--- config.mk ---
export PLATFORM = sky130hd
export DESIGN_NAME = fms_monitor
export DESIGN_NICKNAME = d
export VERILOG_FILES = /design/src/common/fms_pkg.sv /design/src/rtl/fms_code_mem.sv /design/src/rtl/fms_monitor.sv /design/src/rtl/fms_ms_timer.sv
export SDC_FILE = /design/constraint.sdc
export NUM_CORES = 1
export LEC_CHECK = 0
export BUFFER_PORTS_ARGS = -buffer_cell sky130_fd_sc_hd__buf_2
export CELL_PAD_IN_SITES_DETAIL_PLACEMENT = 0
export CELL_PAD_IN_SITES_GLOBAL_PLACEMENT = 1
export CORE_ASPECT_RATIO = 0.75
export CORE_MARGIN = 2
export CORE_UTILIZATION = 45
export CTS_CLUSTER_DIAMETER = 40
export DETAILED_ROUTE_END_ITERATION = 16
export PLACE_DENSITY_LB_ADDON = 0.1
export SYNTH_ARGS = -nofsm -noshare
export SYNTH_HDL_FRONTEND = slang
export SYNTH_SLANG_ARGS = --single-unit
export TNS_END_PERCENT = 30
--- constraint.sdc ---
create_clock -name mclk -period 5.39 [get_ports mclk]
set_input_delay 0.8085 -clock mclk [delete_from_list [all_inputs] [get_ports mclk]]
set_output_delay 0.8085 -clock mclk [all_outputs]
set_load 0.005 [all_outputs]
--- src/common/fms_pkg.sv ---
package fms_pkg;
  // clock and tick base
  localparam int CLK_NS = 50;
  localparam int TICK_NS = 1000000;
  localparam int TICK_CYC = TICK_NS / CLK_NS;
  localparam int DIV_W = 15;
  // times, each in its own unit
  localparam int SHUT_DELAY_S = 60;
  localparam int SHUT_DELAY_MS = SHUT_DELAY_S * 1000;
  localparam int STOP_CONFIRM_MIN = 15;
  localparam int STOP_CONFIRM_MS = STOP_CONFIRM_MIN * 60 * 1000;
  localparam int BLINK_MS = 500;
  localparam int DIGIT_GAP_MS = 1500;
  localparam int CODE_GAP_MS = 3000;
  localparam int MS_W = 20;
  // speed thresholds in km/h
  localparam int SPD_W = 8;
  localparam logic [SPD_W-1:0] SPD_SENSE_KMH = 8'h06;
  localparam logic [SPD_W-1:0] SPD_FIRST_KMH = 8'h0A;
  localparam logic [SPD_W-1:0] SPD_RESTART_KMH = 8'h14;
  localparam logic [SPD_W-1:0] SPD_TEST_MAX_KMH = 8'h0A;
  // trouble codes, index 0 is code 11
  localparam int NCODES = 13;
  localparam logic [NCODES-1:0][7:0] CODE_TAB = {8'h55, 8'h53, 8'h51, 8'h43, 8'h42, 8'h41, 8'h22,
                                                 8'h21, 8'h15, 8'h14, 8'h13, 8'h12, 8'h11};
  localparam int IX_ABNORMAL = 4;
  localparam int IX_DECEL = 5;
  localparam int IX_STOPLIGHT = 6;
  localparam int IX_VALVE_FL = 7;
  localparam int IX_VALVE_FR = 8;
  localparam int IX_REAR = 9;
  localparam int IX_RELAY = 10;
  localparam int IX_MOTOR = 11;
  localparam int IX_INTERNAL = 12;
  localparam int MEM_AW = 4;
  localparam int MEM_DEPTH = 16;
  // register map
  localparam int ADDR_W = 8;
  localparam logic [ADDR_W-1:0] REG_STATUS = 8'h00;
  localparam logic [ADDR_W-1:0] REG_CMD = 8'h04;
  localparam logic [ADDR_W-1:0] REG_CODE = 8'h08;
  localparam logic [ADDR_W-1:0] REG_TEST = 8'h0C;
  localparam int CMD_CLEAR = 0;
  localparam int CMD_TEST = 1;
  localparam int CMD_STOP = 2;
  localparam int CMD_REWIND = 3;
  localparam int CMD_ITEM_LSB = 4;
  localparam int ITEM_W = 4;
  localparam int N_ACT = 8;
  localparam int ST_COUNT_LSB = 8;

  typedef struct packed {
    logic [3:0] sens_open;
    logic [3:0] sens_short;
    logic sens_abnormal;
    logic decel;
    logic stoplight;
    logic valve_fl;
    logic valve_fr;
    logic rear_mismatch;
    logic valve_relay;
    logic motor;
    logic internal;
  } fms_faults_s;

  typedef struct packed {
    logic [3:0][SPD_W-1:0] wheel;
  } fms_speed_s;

  typedef enum logic [2:0] {PAT_START, PAT_BLINK, PAT_READ, PAT_FETCH, PAT_DIGIT, PAT_SPACE} fms_pat_e;
endpackage

--- src/rtl/fms_code_mem.sv ---
`timescale 1ns/1ps
`default_nettype none
module fms_code_mem import fms_pkg::*; (
  input wire logic mclk,
  input wire logic backup_resetn,
  input wire logic we,
  input wire logic [MEM_AW-1:0] waddr,
  input wire logic [7:0] wdata,
  input wire logic [MEM_AW-1:0] raddr_a,
  output logic [7:0] q_a,
  input wire logic [MEM_AW-1:0] raddr_b,
  output logic [7:0] q_b
);
  logic [7:0] mem [MEM_DEPTH];

  // contents sit on the backup supply and are never reset
  always_ff @(posedge mclk) begin
    if (we) mem[waddr] <= wdata;
  end

  // write-first on both ports so a just-stored code reads back at once
  always_ff @(posedge mclk or negedge backup_resetn) begin
    if (!backup_resetn) begin
      q_a <= 8'h00;
      q_b <= 8'h00;
    end else begin
      q_a <= (we && waddr == raddr_a) ? wdata : mem[raddr_a];
      q_b <= (we && waddr == raddr_b) ? wdata : mem[raddr_b];
    end
  end
endmodule // fms_code_mem
`default_nettype wire

--- src/rtl/fms_monitor.sv ---
// Local design decisions: the register offsets and the strobed register port.
`timescale 1ns/1ps
`default_nettype none
module fms_monitor import fms_pkg::*; #(
  parameter int TICK_CYCLES = TICK_CYC,
  parameter int SHUT_DELAY_TICKS = SHUT_DELAY_MS,
  parameter int STOP_CONFIRM_TICKS = STOP_CONFIRM_MS
) (
  input wire logic mclk,
  input wire logic resetn,
  input wire logic backup_resetn,
  input wire logic startup_check,
  input wire logic engine_restart,
  input wire logic control_active,
  input wire fms_speed_s speed,
  input wire fms_faults_s faults,
  input wire logic [ADDR_W-1:0] reg_addr,
  input wire logic [31:0] reg_wdata,
  input wire logic reg_wr,
  input wire logic reg_rd,
  output logic [31:0] reg_rdata,
  output logic warn_lamp,
  output logic shutdown,
  output logic pattern_out,
  output logic [N_ACT-1:0] actuator_drive,
  output logic control_inhibit
);
  logic [DIV_W-1:0] div_cnt;
  logic tick;
  logic [SPD_W-1:0] vmax;
  logic spd_zero, at6, fast, over_test;
  logic reached6, first6;
  logic [3:0] open_seen, short_seen;
  logic abnormal_seen, motor_bad, stop_seen, stop_done;
  logic sens_req, delay_done, sens_go;
  logic [NCODES-1:0] ev, stored, pend;
  logic hard_fail;
  logic [3:0] count;
  logic store_we;
  logic [3:0] store_ix;
  logic comm_ok, wr_cmd, rd_any, rd_code, do_clear;
  logic test_active;
  logic [ITEM_W-1:0] test_item;
  logic clear_refused, test_refused, comm_refused;
  logic rew_pend, rewind;
  logic [MEM_AW-1:0] rd_ptr, next_rd_ptr;
  logic [3:0] rd_left, next_rd_left;
  logic [7:0] q_a, q_b;
  fms_pat_e pat_st;
  logic [MS_W-1:0] pat_ms;
  logic [MEM_AW-1:0] pat_ptr;
  logic [3:0] pat_left, pulses, ones;
  logic second;

  // 1 ms enable
  always_ff @(posedge mclk or negedge resetn) begin
    if (!resetn) begin
      div_cnt <= '0;
      tick <= 1'b0;
    end else if (div_cnt == DIV_W'(TICK_CYCLES - 1)) begin
      div_cnt <= '0;
      tick <= 1'b1;
    end else begin
      div_cnt <= div_cnt + 1'b1;
      tick <= 1'b0;
    end
  end

  // fastest wheel and threshold compares
  always_comb begin
    vmax = '0;
    for (int i = 0; i < 4; i++) begin
      if (speed.wheel[i] > vmax) vmax = speed.wheel[i];
    end
  end
  assign spd_zero = (vmax == '0);
  assign at6 = (vmax >= SPD_SENSE_KMH);
  assign fast = (vmax >= (engine_restart ? SPD_RESTART_KMH : SPD_FIRST_KMH));
  assign over_test = (vmax > SPD_TEST_MAX_KMH);
  assign first6 = at6 && !reached6;

  // fault capture since ignition on
  always_ff @(posedge mclk or negedge resetn) begin
    if (!resetn) begin
      reached6 <= 1'b0;
      open_seen <= '0;
      short_seen <= '0;
      abnormal_seen <= 1'b0;
      motor_bad <= 1'b0;
      stop_seen <= 1'b0;
    end else begin
      if (at6) reached6 <= 1'b1;
      open_seen <= open_seen | faults.sens_open;
      if (at6 || reached6) begin
        short_seen <= short_seen | (startup_check ? 4'h0 : faults.sens_short);
        if (!startup_check && faults.sens_abnormal) abnormal_seen <= 1'b1;
      end
      if (first6 && faults.motor) motor_bad <= 1'b1;
      if (stop_done) stop_seen <= 1'b1;
    end
  end

  fms_ms_timer u_stop_timer (
    .mclk(mclk),
    .resetn(resetn),
    .tick(tick),
    .run(faults.stoplight && !startup_check),
    .limit(MS_W'(STOP_CONFIRM_TICKS)),
    .done(stop_done)
  );

  // detected events, one per code
  always_comb begin
    for (int i = 0; i < 4; i++) begin
      ev[i] = reached6 && (open_seen[i] || short_seen[i]);
    end
    ev[IX_ABNORMAL] = reached6 && abnormal_seen;
    ev[IX_DECEL] = !startup_check && faults.decel;
    // only a confirmed fault that is still present stores, so a clear is not undone once the stop light fault has gone
    ev[IX_STOPLIGHT] = stop_done;
    ev[IX_VALVE_FL] = !startup_check && faults.valve_fl;
    ev[IX_VALVE_FR] = !startup_check && faults.valve_fr;
    ev[IX_REAR] = !startup_check && faults.rear_mismatch;
    ev[IX_RELAY] = faults.valve_relay;
    ev[IX_MOTOR] = motor_bad;
    ev[IX_INTERNAL] = faults.internal;
  end

  assign hard_fail = ev[IX_DECEL] | ev[IX_VALVE_FL] | ev[IX_VALVE_FR] | ev[IX_REAR] |
                     ev[IX_RELAY] | ev[IX_MOTOR] | ev[IX_INTERNAL];
  assign sens_req = |ev[IX_ABNORMAL:0];

  fms_ms_timer u_shut_timer (
    .mclk(mclk),
    .resetn(resetn),
    .tick(tick),
    .run(sens_req && !shutdown),
    .limit(MS_W'(SHUT_DELAY_TICKS)),
    .done(delay_done)
  );

  assign sens_go = sens_req && !control_active && (fast || delay_done);

  // shutdown holds until the next ignition cycle
  always_ff @(posedge mclk or negedge resetn) begin
    if (!resetn) begin
      shutdown <= 1'b0;
    end else if (hard_fail || sens_go) begin
      shutdown <= 1'b1;
    end
  end

  always_ff @(posedge mclk or negedge resetn) begin
    if (!resetn) begin
      warn_lamp <= 1'b1;
    end else begin
      warn_lamp <= startup_check || (|faults.sens_open) || (|open_seen) || stop_seen || shutdown ||
                   hard_fail || sens_go || test_active;
    end
  end

  // code store: lowest pending index first, once per code
  always_comb begin
    pend = ev & ~stored;
    store_we = 1'b0;
    store_ix = '0;
    for (int i = NCODES - 1; i >= 0; i--) begin
      if (pend[i]) begin
        store_we = 1'b1;
        store_ix = 4'(i);
      end
    end
  end

  assign comm_ok = spd_zero;
  assign wr_cmd = reg_wr && reg_addr == REG_CMD && comm_ok;
  assign rd_any = reg_rd && comm_ok;
  assign rd_code = rd_any && reg_addr == REG_CODE;
  assign do_clear = wr_cmd && reg_wdata[CMD_CLEAR] && !faults.internal;

  // index and bitmap live in the backup domain with the memory
  always_ff @(posedge mclk or negedge backup_resetn) begin
    if (!backup_resetn) begin
      count <= '0;
      stored <= '0;
    end else if (do_clear) begin
      count <= '0;
      stored <= '0;
    end else if (store_we && !do_clear) begin
      count <= count + 1'b1;
      stored[store_ix] <= 1'b1;
    end
  end

  fms_code_mem u_mem (
    .mclk(mclk),
    .backup_resetn(backup_resetn),
    .we(store_we && !do_clear),
    .waddr(count),
    .wdata(CODE_TAB[store_ix]),
    .raddr_a(next_rd_ptr),
    .q_a(q_a),
    .raddr_b(pat_ptr),
    .q_b(q_b)
  );

  // scan read walks from the newest entry down
  assign rewind = rew_pend || store_we || do_clear || (wr_cmd && reg_wdata[CMD_REWIND]);
  always_comb begin
    next_rd_ptr = rd_ptr;
    next_rd_left = rd_left;
    if (rewind) begin
      next_rd_left = do_clear ? 4'h0 : (store_we ? count + 1'b1 : count);
      next_rd_ptr = do_clear ? '0 : (store_we ? count : count - 1'b1);
    end else if (rd_code && rd_left != 4'h0) begin
      next_rd_left = rd_left - 1'b1;
      next_rd_ptr = rd_ptr - 1'b1;
    end
  end

  always_ff @(posedge mclk or negedge resetn) begin
    if (!resetn) begin
      rd_ptr <= '0;
      rd_left <= '0;
      rew_pend <= 1'b1;
    end else begin
      rd_ptr <= next_rd_ptr;
      rd_left <= next_rd_left;
      rew_pend <= 1'b0;
    end
  end

  // actuator test
  always_ff @(posedge mclk or negedge resetn) begin
    if (!resetn) begin
      test_active <= 1'b0;
      test_item <= '0;
    end else if (test_active && (over_test || (wr_cmd && reg_wdata[CMD_STOP]))) begin
      test_active <= 1'b0;
    end else if (wr_cmd && reg_wdata[CMD_TEST] && !shutdown && spd_zero &&
                 reg_wdata[CMD_ITEM_LSB +: ITEM_W] < ITEM_W'(N_ACT)) begin
      test_active <= 1'b1;
      test_item <= reg_wdata[CMD_ITEM_LSB +: ITEM_W];
    end
  end

  always_ff @(posedge mclk or negedge resetn) begin
    if (!resetn) begin
      actuator_drive <= '0;
      control_inhibit <= 1'b0;
    end else begin
      actuator_drive <= test_active ? N_ACT'(1) << test_item : '0;
      control_inhibit <= test_active;
    end
  end

  // refusal flags, set wins over the status-read clear
  always_ff @(posedge mclk or negedge resetn) begin
    if (!resetn) begin
      clear_refused <= 1'b0;
      test_refused <= 1'b0;
      comm_refused <= 1'b0;
    end else begin
      if (rd_any && reg_addr == REG_STATUS) begin
        clear_refused <= 1'b0;
        test_refused <= 1'b0;
        comm_refused <= 1'b0;
      end
      if (wr_cmd && reg_wdata[CMD_CLEAR] && faults.internal) clear_refused <= 1'b1;
      if (wr_cmd && reg_wdata[CMD_TEST] && (shutdown || reg_wdata[CMD_ITEM_LSB +: ITEM_W] >= ITEM_W'(N_ACT)))
        test_refused <= 1'b1;
      if ((reg_wr || reg_rd) && !comm_ok) comm_refused <= 1'b1;
    end
  end

  // read data stand only in the cycle after the strobe
  always_ff @(posedge mclk or negedge resetn) begin
    if (!resetn) begin
      reg_rdata <= '0;
    end else if (rd_any) begin
      case (reg_addr)
        REG_STATUS: reg_rdata <= {20'h00000, count, 2'b00, clear_refused, test_refused, comm_refused,
                                  test_active, shutdown, warn_lamp};
        REG_CODE: reg_rdata <= (rd_left != 4'h0) ? {24'h000000, q_a} : '0;
        REG_TEST: reg_rdata <= {28'h0000000, test_item};
        default: reg_rdata <= '0;
      endcase
    end else begin
      reg_rdata <= '0;
    end
  end

  // lamp/voltmeter pattern: tens pulses, gap, ones pulses, long gap, next code
  always_ff @(posedge mclk or negedge resetn) begin
    if (!resetn) begin
      pat_st <= PAT_START;
      pat_ms <= '0;
      pat_ptr <= '0;
      pat_left <= '0;
      pulses <= '0;
      ones <= '0;
      second <= 1'b0;
      pattern_out <= 1'b0;
    end else if (count == 4'h0 && pat_st != PAT_BLINK) begin
      pat_st <= PAT_BLINK;
      pat_ms <= '0;
      pattern_out <= 1'b0;
    end else begin
      case (pat_st)
        PAT_START: begin
          pattern_out <= 1'b0;
          pat_ms <= '0;
          pat_ptr <= count - 1'b1;
          pat_left <= count;
          pat_st <= PAT_READ;
        end
        PAT_BLINK: begin
          if (count != 4'h0) begin
            pat_st <= PAT_START;
          end else if (tick) begin
            if (pat_ms == MS_W'(BLINK_MS - 1)) begin
              pat_ms <= '0;
              pattern_out <= ~pattern_out;
            end else begin
              pat_ms <= pat_ms + 1'b1;
            end
          end
        end
        PAT_READ: pat_st <= PAT_FETCH;
        PAT_FETCH: begin
          pulses <= q_b[7:4];
          ones <= q_b[3:0];
          second <= 1'b0;
          pat_ms <= '0;
          pattern_out <= 1'b1;
          pat_st <= PAT_DIGIT;
        end
        PAT_DIGIT: begin
          if (tick) begin
            if (pat_ms == MS_W'(BLINK_MS - 1)) begin
              pat_ms <= '0;
              if (pattern_out) begin
                pattern_out <= 1'b0;
                pulses <= pulses - 1'b1;
              end else if (pulses != 4'h0) begin
                pattern_out <= 1'b1;
              end else begin
                pat_st <= PAT_SPACE;
              end
            end else begin
              pat_ms <= pat_ms + 1'b1;
            end
          end
        end
        PAT_SPACE: begin
          if (tick) begin
            if (pat_ms == MS_W'((second ? CODE_GAP_MS : DIGIT_GAP_MS) - BLINK_MS - 1)) begin
              pat_ms <= '0;
              if (!second) begin
                second <= 1'b1;
                pulses <= ones;
                pattern_out <= 1'b1;
                pat_st <= PAT_DIGIT;
              end else if (pat_left > 4'h1) begin
                pat_left <= pat_left - 1'b1;
                pat_ptr <= pat_ptr - 1'b1;
                pat_st <= PAT_READ;
              end else begin
                pat_st <= PAT_START;
              end
            end else begin
              pat_ms <= pat_ms + 1'b1;
            end
          end
        end
        default: pat_st <= PAT_START;
      endcase
    end
  end
endmodule // fms_monitor
`default_nettype wire

--- src/rtl/fms_ms_timer.sv ---
`timescale 1ns/1ps
`default_nettype none
module fms_ms_timer import fms_pkg::*; (
  input wire logic mclk,
  input wire logic resetn,
  input wire logic tick,
  input wire logic run,
  input wire logic [MS_W-1:0] limit,
  output logic done
);
  logic [MS_W-1:0] cnt;

  // counts ticks while run is high, clears as soon as run drops
  always_ff @(posedge mclk or negedge resetn) begin
    if (!resetn) begin
      cnt <= '0;
      done <= 1'b0;
    end else if (!run) begin
      cnt <= '0;
      done <= 1'b0;
    end else if (tick && !done) begin
      if (cnt == limit - MS_W'(1)) done <= 1'b1;
      cnt <= cnt + 1'b1;
    end
  end
endmodule // fms_ms_timer
`default_nettype wire
# ---- Word level (Yosys, flattened, before mapping)
# Memory sizes are Yosys's and may differ from the RTL's. A register that Yosys moved wholly into a read port is not among the register bits.
# Cells that the tools add are included.
dict set report totals {
  regBits 188
  latchBits 0
  ram_bits 128
  mem_bits_ro 128
  in_bits 97
  output_inout_bits 44
  elab_cells 339
  memories 2
}
dict set report op_classes {
  add_sub_neg 13
  n_mul 0
  div_mod_pow 0
  n_lt_le_gt_ge 12
  eq_ne 37
  shift 1
  n_mux 122
  bitwise 14
  reduce_logical 103
}
# memory depth width rd rd_ports_with_merged_regs wr line
set mem_list {}
lappend mem_list {{(name not given)} 16 8 1 0 0 fms_monitor.sv:200} ;# .wdata(CODE_TAB[store_ix]),
lappend mem_list {u_mem.mem 16 8 2 2 1 fms_code_mem.sv:14} ;# logic [7:0] mem [MEM_DEPTH];
# op count
set ops {}
lappend ops {{$mux W20} 10}
lappend ops {{$mux W4} 38}
lappend ops {{$pmux W20 S4} 1}
lappend ops {{$add A20 B1 Y20 const B} 3}
lappend ops {{$mux W8} 7}
lappend ops {{$mux W1} 42}
lappend ops {{$logic_and A1 B1 Y1} 39}
lappend ops {{$pmux W12 S3} 1}
lappend ops {{$ne A3 B3 Y1 const B} 11}
lappend ops {{$mux W32} 1}
lappend ops {{$mux W3} 9}
lappend ops {{$mux W13} 2}
lappend ops {{$gt A8 B8 Y1} 3}
lappend ops {{$ne A2 B2 Y1 const B} 12}
lappend ops {{$sub A4 B1 Y4 const B} 6}
lappend ops {{$eq A20 B16 Y1 const B} 1}
lappend ops {{$eq A20 B20 Y1} 1}
lappend ops {{$eq A20 B20 Y1 const B} 1}
lappend ops {{$eq A20 B9 Y1 const B} 1}
lappend ops {{$logic_or A1 B1 Y1} 20}
lappend ops {{$pmux W3 S6} 1}
lappend ops {{$eq A8 B4 Y1 const B} 2}
lappend ops {{$logic_not A8 Y1} 2}
lappend ops {{$pmux W4 S2} 2}
lappend ops {{other kinds (52)} 86}

# ---- Longest topological paths before layout
dict set report logic_depth {
  ltp_word 23
  mapped_depth 35
  ltp_nobuf 32
}

# ---- Cells and area by module
# From an unflattened synthesis, not the netlist that was laid out.
dict set report hier_totals {
  cells_unflattened 1649
  area_unflattened_um2 18492.7
}
# mod n_inst cells_per_inst area_per_inst_um2 seq_area_each_um2
set modules_own_cells {}
lappend modules_own_cells {fms_monitor 1 884 7925.1 3155.5}
lappend modules_own_cells {fms_code_mem 1 331 6930.4 4244.1}
lappend modules_own_cells {{fms_ms_timer at u_shut_timer} 1 227 1871.8 525.5}
lappend modules_own_cells {{fms_ms_timer at u_stop_timer} 1 207 1765.4 525.5}

# ---- Worst setup path after synthesis
# Ideal clock, no wire load.
dict set report synth_timing {
  path_kind {in2reg}
  startpoint {input port speed[5] in the netlist's numbering}
  endpoint {register u_mem.q_a[4], read port of u_mem.mem}
  setup_time_ps 120
  t_arrival_ps 6712
  required_ps 5270
  path_slack_ps -1443
  path_stages 31
  path_buffers 2
  path_cell_list {inv_1 -> ha_1 -> a21oi_1 -> o21a_1 -> inv_1 -> o22ai_2 -> mux2i_1 -> ha_1 -> nor2b_1 -> o211ai_1 -> a211oi_2 -> nor2_1 -> clkbuf_1 -> nor2_1 -> a21oi_1 -> inv_1 -> ha_1 -> a21o_1 -> a21o_1 -> a21oi_1 -> a32o_1 -> a21o_4 -> a41oi_4 -> o41a_1 -> or3_1 -> o21ai_2 -> and2_1 -> buf_4 -> a32o_1 -> a221oi_2 -> o211a_1}
}
dict set report synth_via {
  elab_chain_cells 15
  elab_cells_between_ends 21
  cone_classes {order compare (4); mux (7); reduce/logical (10)}
}
# element line
set synth_rtl {}
lappend synth_rtl {{start, declared} fms_monitor.sv:15} ;# input wire fms_speed_s speed,
lappend synth_rtl {{$gt A8 B1 Y1} fms_monitor.sv:73} ;# if (speed.wheel[i] > vmax) vmax = speed.wheel[i];
lappend synth_rtl {{$mux W8 *} fms_monitor.sv:73}
lappend synth_rtl {{$gt A8 B8 Y1} fms_monitor.sv:73}
lappend synth_rtl {{$mux W8 *} fms_monitor.sv:73}
lappend synth_rtl {{$gt A8 B8 Y1} fms_monitor.sv:73}
lappend synth_rtl {{$mux W8 *} fms_monitor.sv:73}
lappend synth_rtl {{$gt A8 B8 Y1} fms_monitor.sv:73}
lappend synth_rtl {{$mux W8 *} fms_monitor.sv:73}
lappend synth_rtl {{$logic_not A8 Y1 *} fms_monitor.sv:76} ;# assign spd_zero = (vmax == '0);
lappend synth_rtl {{$logic_and A1 B1 Y1} fms_monitor.sv:176} ;# assign wr_cmd = reg_wr && reg_addr == REG_CMD && comm_ok;
lappend synth_rtl {{$logic_and A1 B1 Y1 (2 in series)} fms_monitor.sv:179} ;# assign do_clear = wr_cmd && reg_wdata[CMD_CLEAR] && !faults.internal;
lappend synth_rtl {{$logic_or A1 B1 Y1 (2 in series)} fms_monitor.sv:208} ;# assign rewind = rew_pend || store_we || do_clear || (wr_cmd && reg_wdata[CMD_REWIND]);
lappend synth_rtl {{$mux W4 *} fms_monitor.sv:212} ;# if (rewind) begin
lappend synth_rtl {{end, declared} fms_code_mem.sv:10} ;# output logic [7:0] q_a,
# Every way passes the cells marked *; elsewhere a longest branch is shown, timed or not.
# A chain may end at the register's enable or synchronous reset.

# ---- Final worst setup path
dict set report layout_timing {
  startpoint {input port speed[1] in the netlist's numbering}
  endpoint {register u_mem.q_a[2], read port of u_mem.mem}
}
# Same word-level chain as after synthesis.

==> results.toml <==
[yosys]
synth_cell_types = 91
synth_edf_count = 96
synth_async_sr_flop_share_pct = 65.0
synth-simple-area-share_pct = 18.2
yosys_warnings = 0
ys_seq_elements = 274
synth-compound-area-share_pct = 10.7
syn_inst = 1407
synth-xor-area-share_pct = 4.59
synth-adder-area-share_pct = 4.21
synthMuxAreaShare_pct = 8.91
ys_seq_area_share_pct = 49.3
synth_top_family_by_area = "simple AND/OR/NAND/NOR gates"
synth_flop_cell = "dfrtp_1"
synth.cell_area_sq_mm = 0.0149
syn_avg_cell_area_sq_um = 10.6

[cts]
cts_hold_buf = 0
cts-htree-levels = 2
cts_tree = "built"
clkLatencyLatePin_ns = 0.55
cts_root_buffer = "clkbuf_16"
cts_buffers = 37
path_clk_slew_ns = 0.06
clockBufferDepth = 3
cts_sinks = 274

[floorplanning]
rows = 57
die_w_microns = 214
start_util_pct = 45.8
die_area_sq_mm = 0.0345
pin_count = 141
die_h_microns = 161
core_sq_mm = 0.0324

[power_and_ir_drop]
ir_drop_uv = 483
switching_power_w = 0.00482
p_int_w = 0.00726
p_leak_nw = 8.01
seqPwrFrac_pct = 25.9
clockPowerShare_pct = 21.0
swShare_pct = 39.9
power.share.combinational_pct = 53.1
power_density_mw_per_mm2 = 631

[drt]
drtAntennaViolNets = 0
wl_microns = 41400
dr.first_iter.drc_count = 966
drc = 0
num_vias = 11721
vias_per_cell = 5.51
drtPass1Iterations = 5
routedWlPerCell_microns = 19.5

[place]
dp_cells = 2023
gp_congestion = 0.940
io_buffers = 95
dpl.hpwl_microns = 30000

[hold_path]
min_path_type = "in -> async"

[global_routing]
grt_pass1_wl_microns = 65400
grt_overflow_total = 0
grt_use_total_pct = 24.2
antenna_found_initial = 0
grt_max_degree = 63
grt_pass1_vias = 11570

[timing]
relSlewSlack_pct = 35.3
finalCritPeriodShare_pct = 114
final.setup.worst_slack_ns = -0.764
finalClockSkew_ns = 0.0384
rsz0062_at_grt = "yes"
worst_slew_pin_slew_ns = 0.970
holdWs_ns = 0.237
timing.fmax_mhz = 163
finalSetupViolCount = 143
drv_slew = 0
finalHoldViolCount = 0
tns_ns = -65.53
fin_crit_ns = 6.15

[setup_path]
worst-r2r-cell-count = 16
cp_data_required_time_ns = 5.87
crit_path_end_kind = "flop"
worstSetupPathType = "in -> reg"
r2r-end = "u_mem.q_a[2]"
slowest_stage = "o41ai_4"
worst_ep_arrival_time_ns = 6.63
crit_fanout = 16
worst_path_largest_cell_delay_ns = 0.36
cp-start-kind = "input pin"
r2r_setup_slack_ns = 1.31
r2r-start = "reached6"

[finish]
syn2layout_area_growth_pct = 28.8
diodes = 0
layout-drive-gt1-share_pct = 30.6
stdcell_count = 2127
layout_commonest_cell = "dfrtp_1"
n_fill_cell = 2750
final_cell_mix = "dfrtp_1, nor2_1, buf_4"
nets = 1803

[status]
status = "finished, violations left"
violations = "setup timing"

[job]
max_cap_viol_count = 0
## kinds of logic (layout without fill, tap and decap cells)
| group | count (synthesis) | in the layout |
|---|---|---|
| AND/OR/NAND/NOR | 550 | 550 |
| flip-flops | 274 | 274 |
| AO/OA/AOI/OAI | 235 | 235 |
| buffers and inverters | 128 | 385 |
| multiplexers | 91 | 91 |
| XOR/XNOR | 78 | 78 |
| adder cells (fa/ha/maj) | 50 | 50 |
| other | 1 | 22 |
## stage by stage
step	util, %	power (W)	worst slack (ns)	area, sq um
6_report	59.0	0.0121	-0.764	19200
5_1_grt	59.0	0.0127	-0.977	19200
4_1_cts	57.6	0.0117	-0.593	18700
3_5_place_dp	51.9	0.00860	-1.49	16800
3_3_place_gp	51.9	0.00853	-1.28	16800
2_1_floorplan	-	0.00662	-0.966	15100
## layer usage
layer / track usage, % / vias to the layer above / share of wire [%]
met5: 0 / - / 0
met4: 6.17 / 0 / 1.9
met3: 5.18 / 68 / 7.0
met2: 34.9 / 346 / 42
met1: 36.8 / 5752 / 49
li1: - / 5555 / -
## cell usage after synthesis, drive strengths merged (15+ instances only)
cell type	n	area (sq um)
dfrtp	176	4400
nor2	174	663
nand2	127	484
edfxtp	96	2880
a21oi	70	354
o21ai	61	317
inv	58	220
nand3	54	275
ha	50	626
xor2	50	438
mux2i	39	390
buf	35	255
clkbuf	35	131
mux4	30	676
and3	28	180
xnor2	28	245
nand4	26	175
nor3	24	120
mux2	22	259
and2	20	125
or3	17	106
a21o	15	120
## state kept, by name (all words and copies together) (netlist names), 8 cells and up
signal	count
u_mem.mem	96
pat_ms	20
u_shut_timer.cnt	20
u_stop_timer.cnt	20
div_cnt	15
stored	13
reg_rdata	11
actuator_drive	8
## power groups by stage
stage	clock network, W	registers [W]	logic, W
2_1_floorplan	0	0.00296	0.00366
3_3_place_gp	0	0.00315	0.00537
3_5_place_dp	0	0.00315	0.00545
4_1_cts	0.00259	0.00312	0.00596
5_1_grt	0.00268	0.00316	0.00690
6_report	0.00254	0.00313	0.00642
## what timing repair did
| item | in CTS | in global routing |
|---|---|---|
| setup buffers | 25 | 16 |
| pin swaps | 38 | 33 |
| setup endpoints to repair | 127 | 157 |
| hold endpoints to repair | 0 | 0 |
| gates resized for setup | 83 | 85 |
| cloned | 2 | 1 |
## area by class of cell
cell class / count / area, sq um / area share, %
clock buffer: 43 / 958 / 5.00
timing repair buffer: 258 / 1980 / 10.3
sequential: 274 / 7340 / 38.3
timing repair inverter: 1 / 6.26 / 0.0327
multi-input combinational: 1026 / 7750 / 40.5
inverter: 58 / 243 / 1.27
clock inverter: 25 / 318 / 1.66
tap: 442 / 553 / 2.89
## worst max path at each step
stage               startpoint      endpoint  cells past startpoint
finish                speed[1]  u_mem.q_a[2]                     33
global route          speed[1]  u_mem.q_a[2]                     33
CTS                   speed[1]  u_mem.q_a[5]                     32
detailed placement    speed[1]  u_mem.q_a[2]                     32
global placement      speed[1]  u_mem.q_a[2]                     31
floorplan             speed[9]  u_mem.q_a[4]                     29
## critical path, delay by kind of cell
family                   cells  cell delay (ns)
AO/OA/AOI/OAI               16             3.27
buffers and inverters        8             1.10
adder cells (fa/ha/maj)      3             0.61
AND/OR/NAND/NOR              5             0.55
multiplexers                 1             0.29
Power figures use the tool's default switching activity.
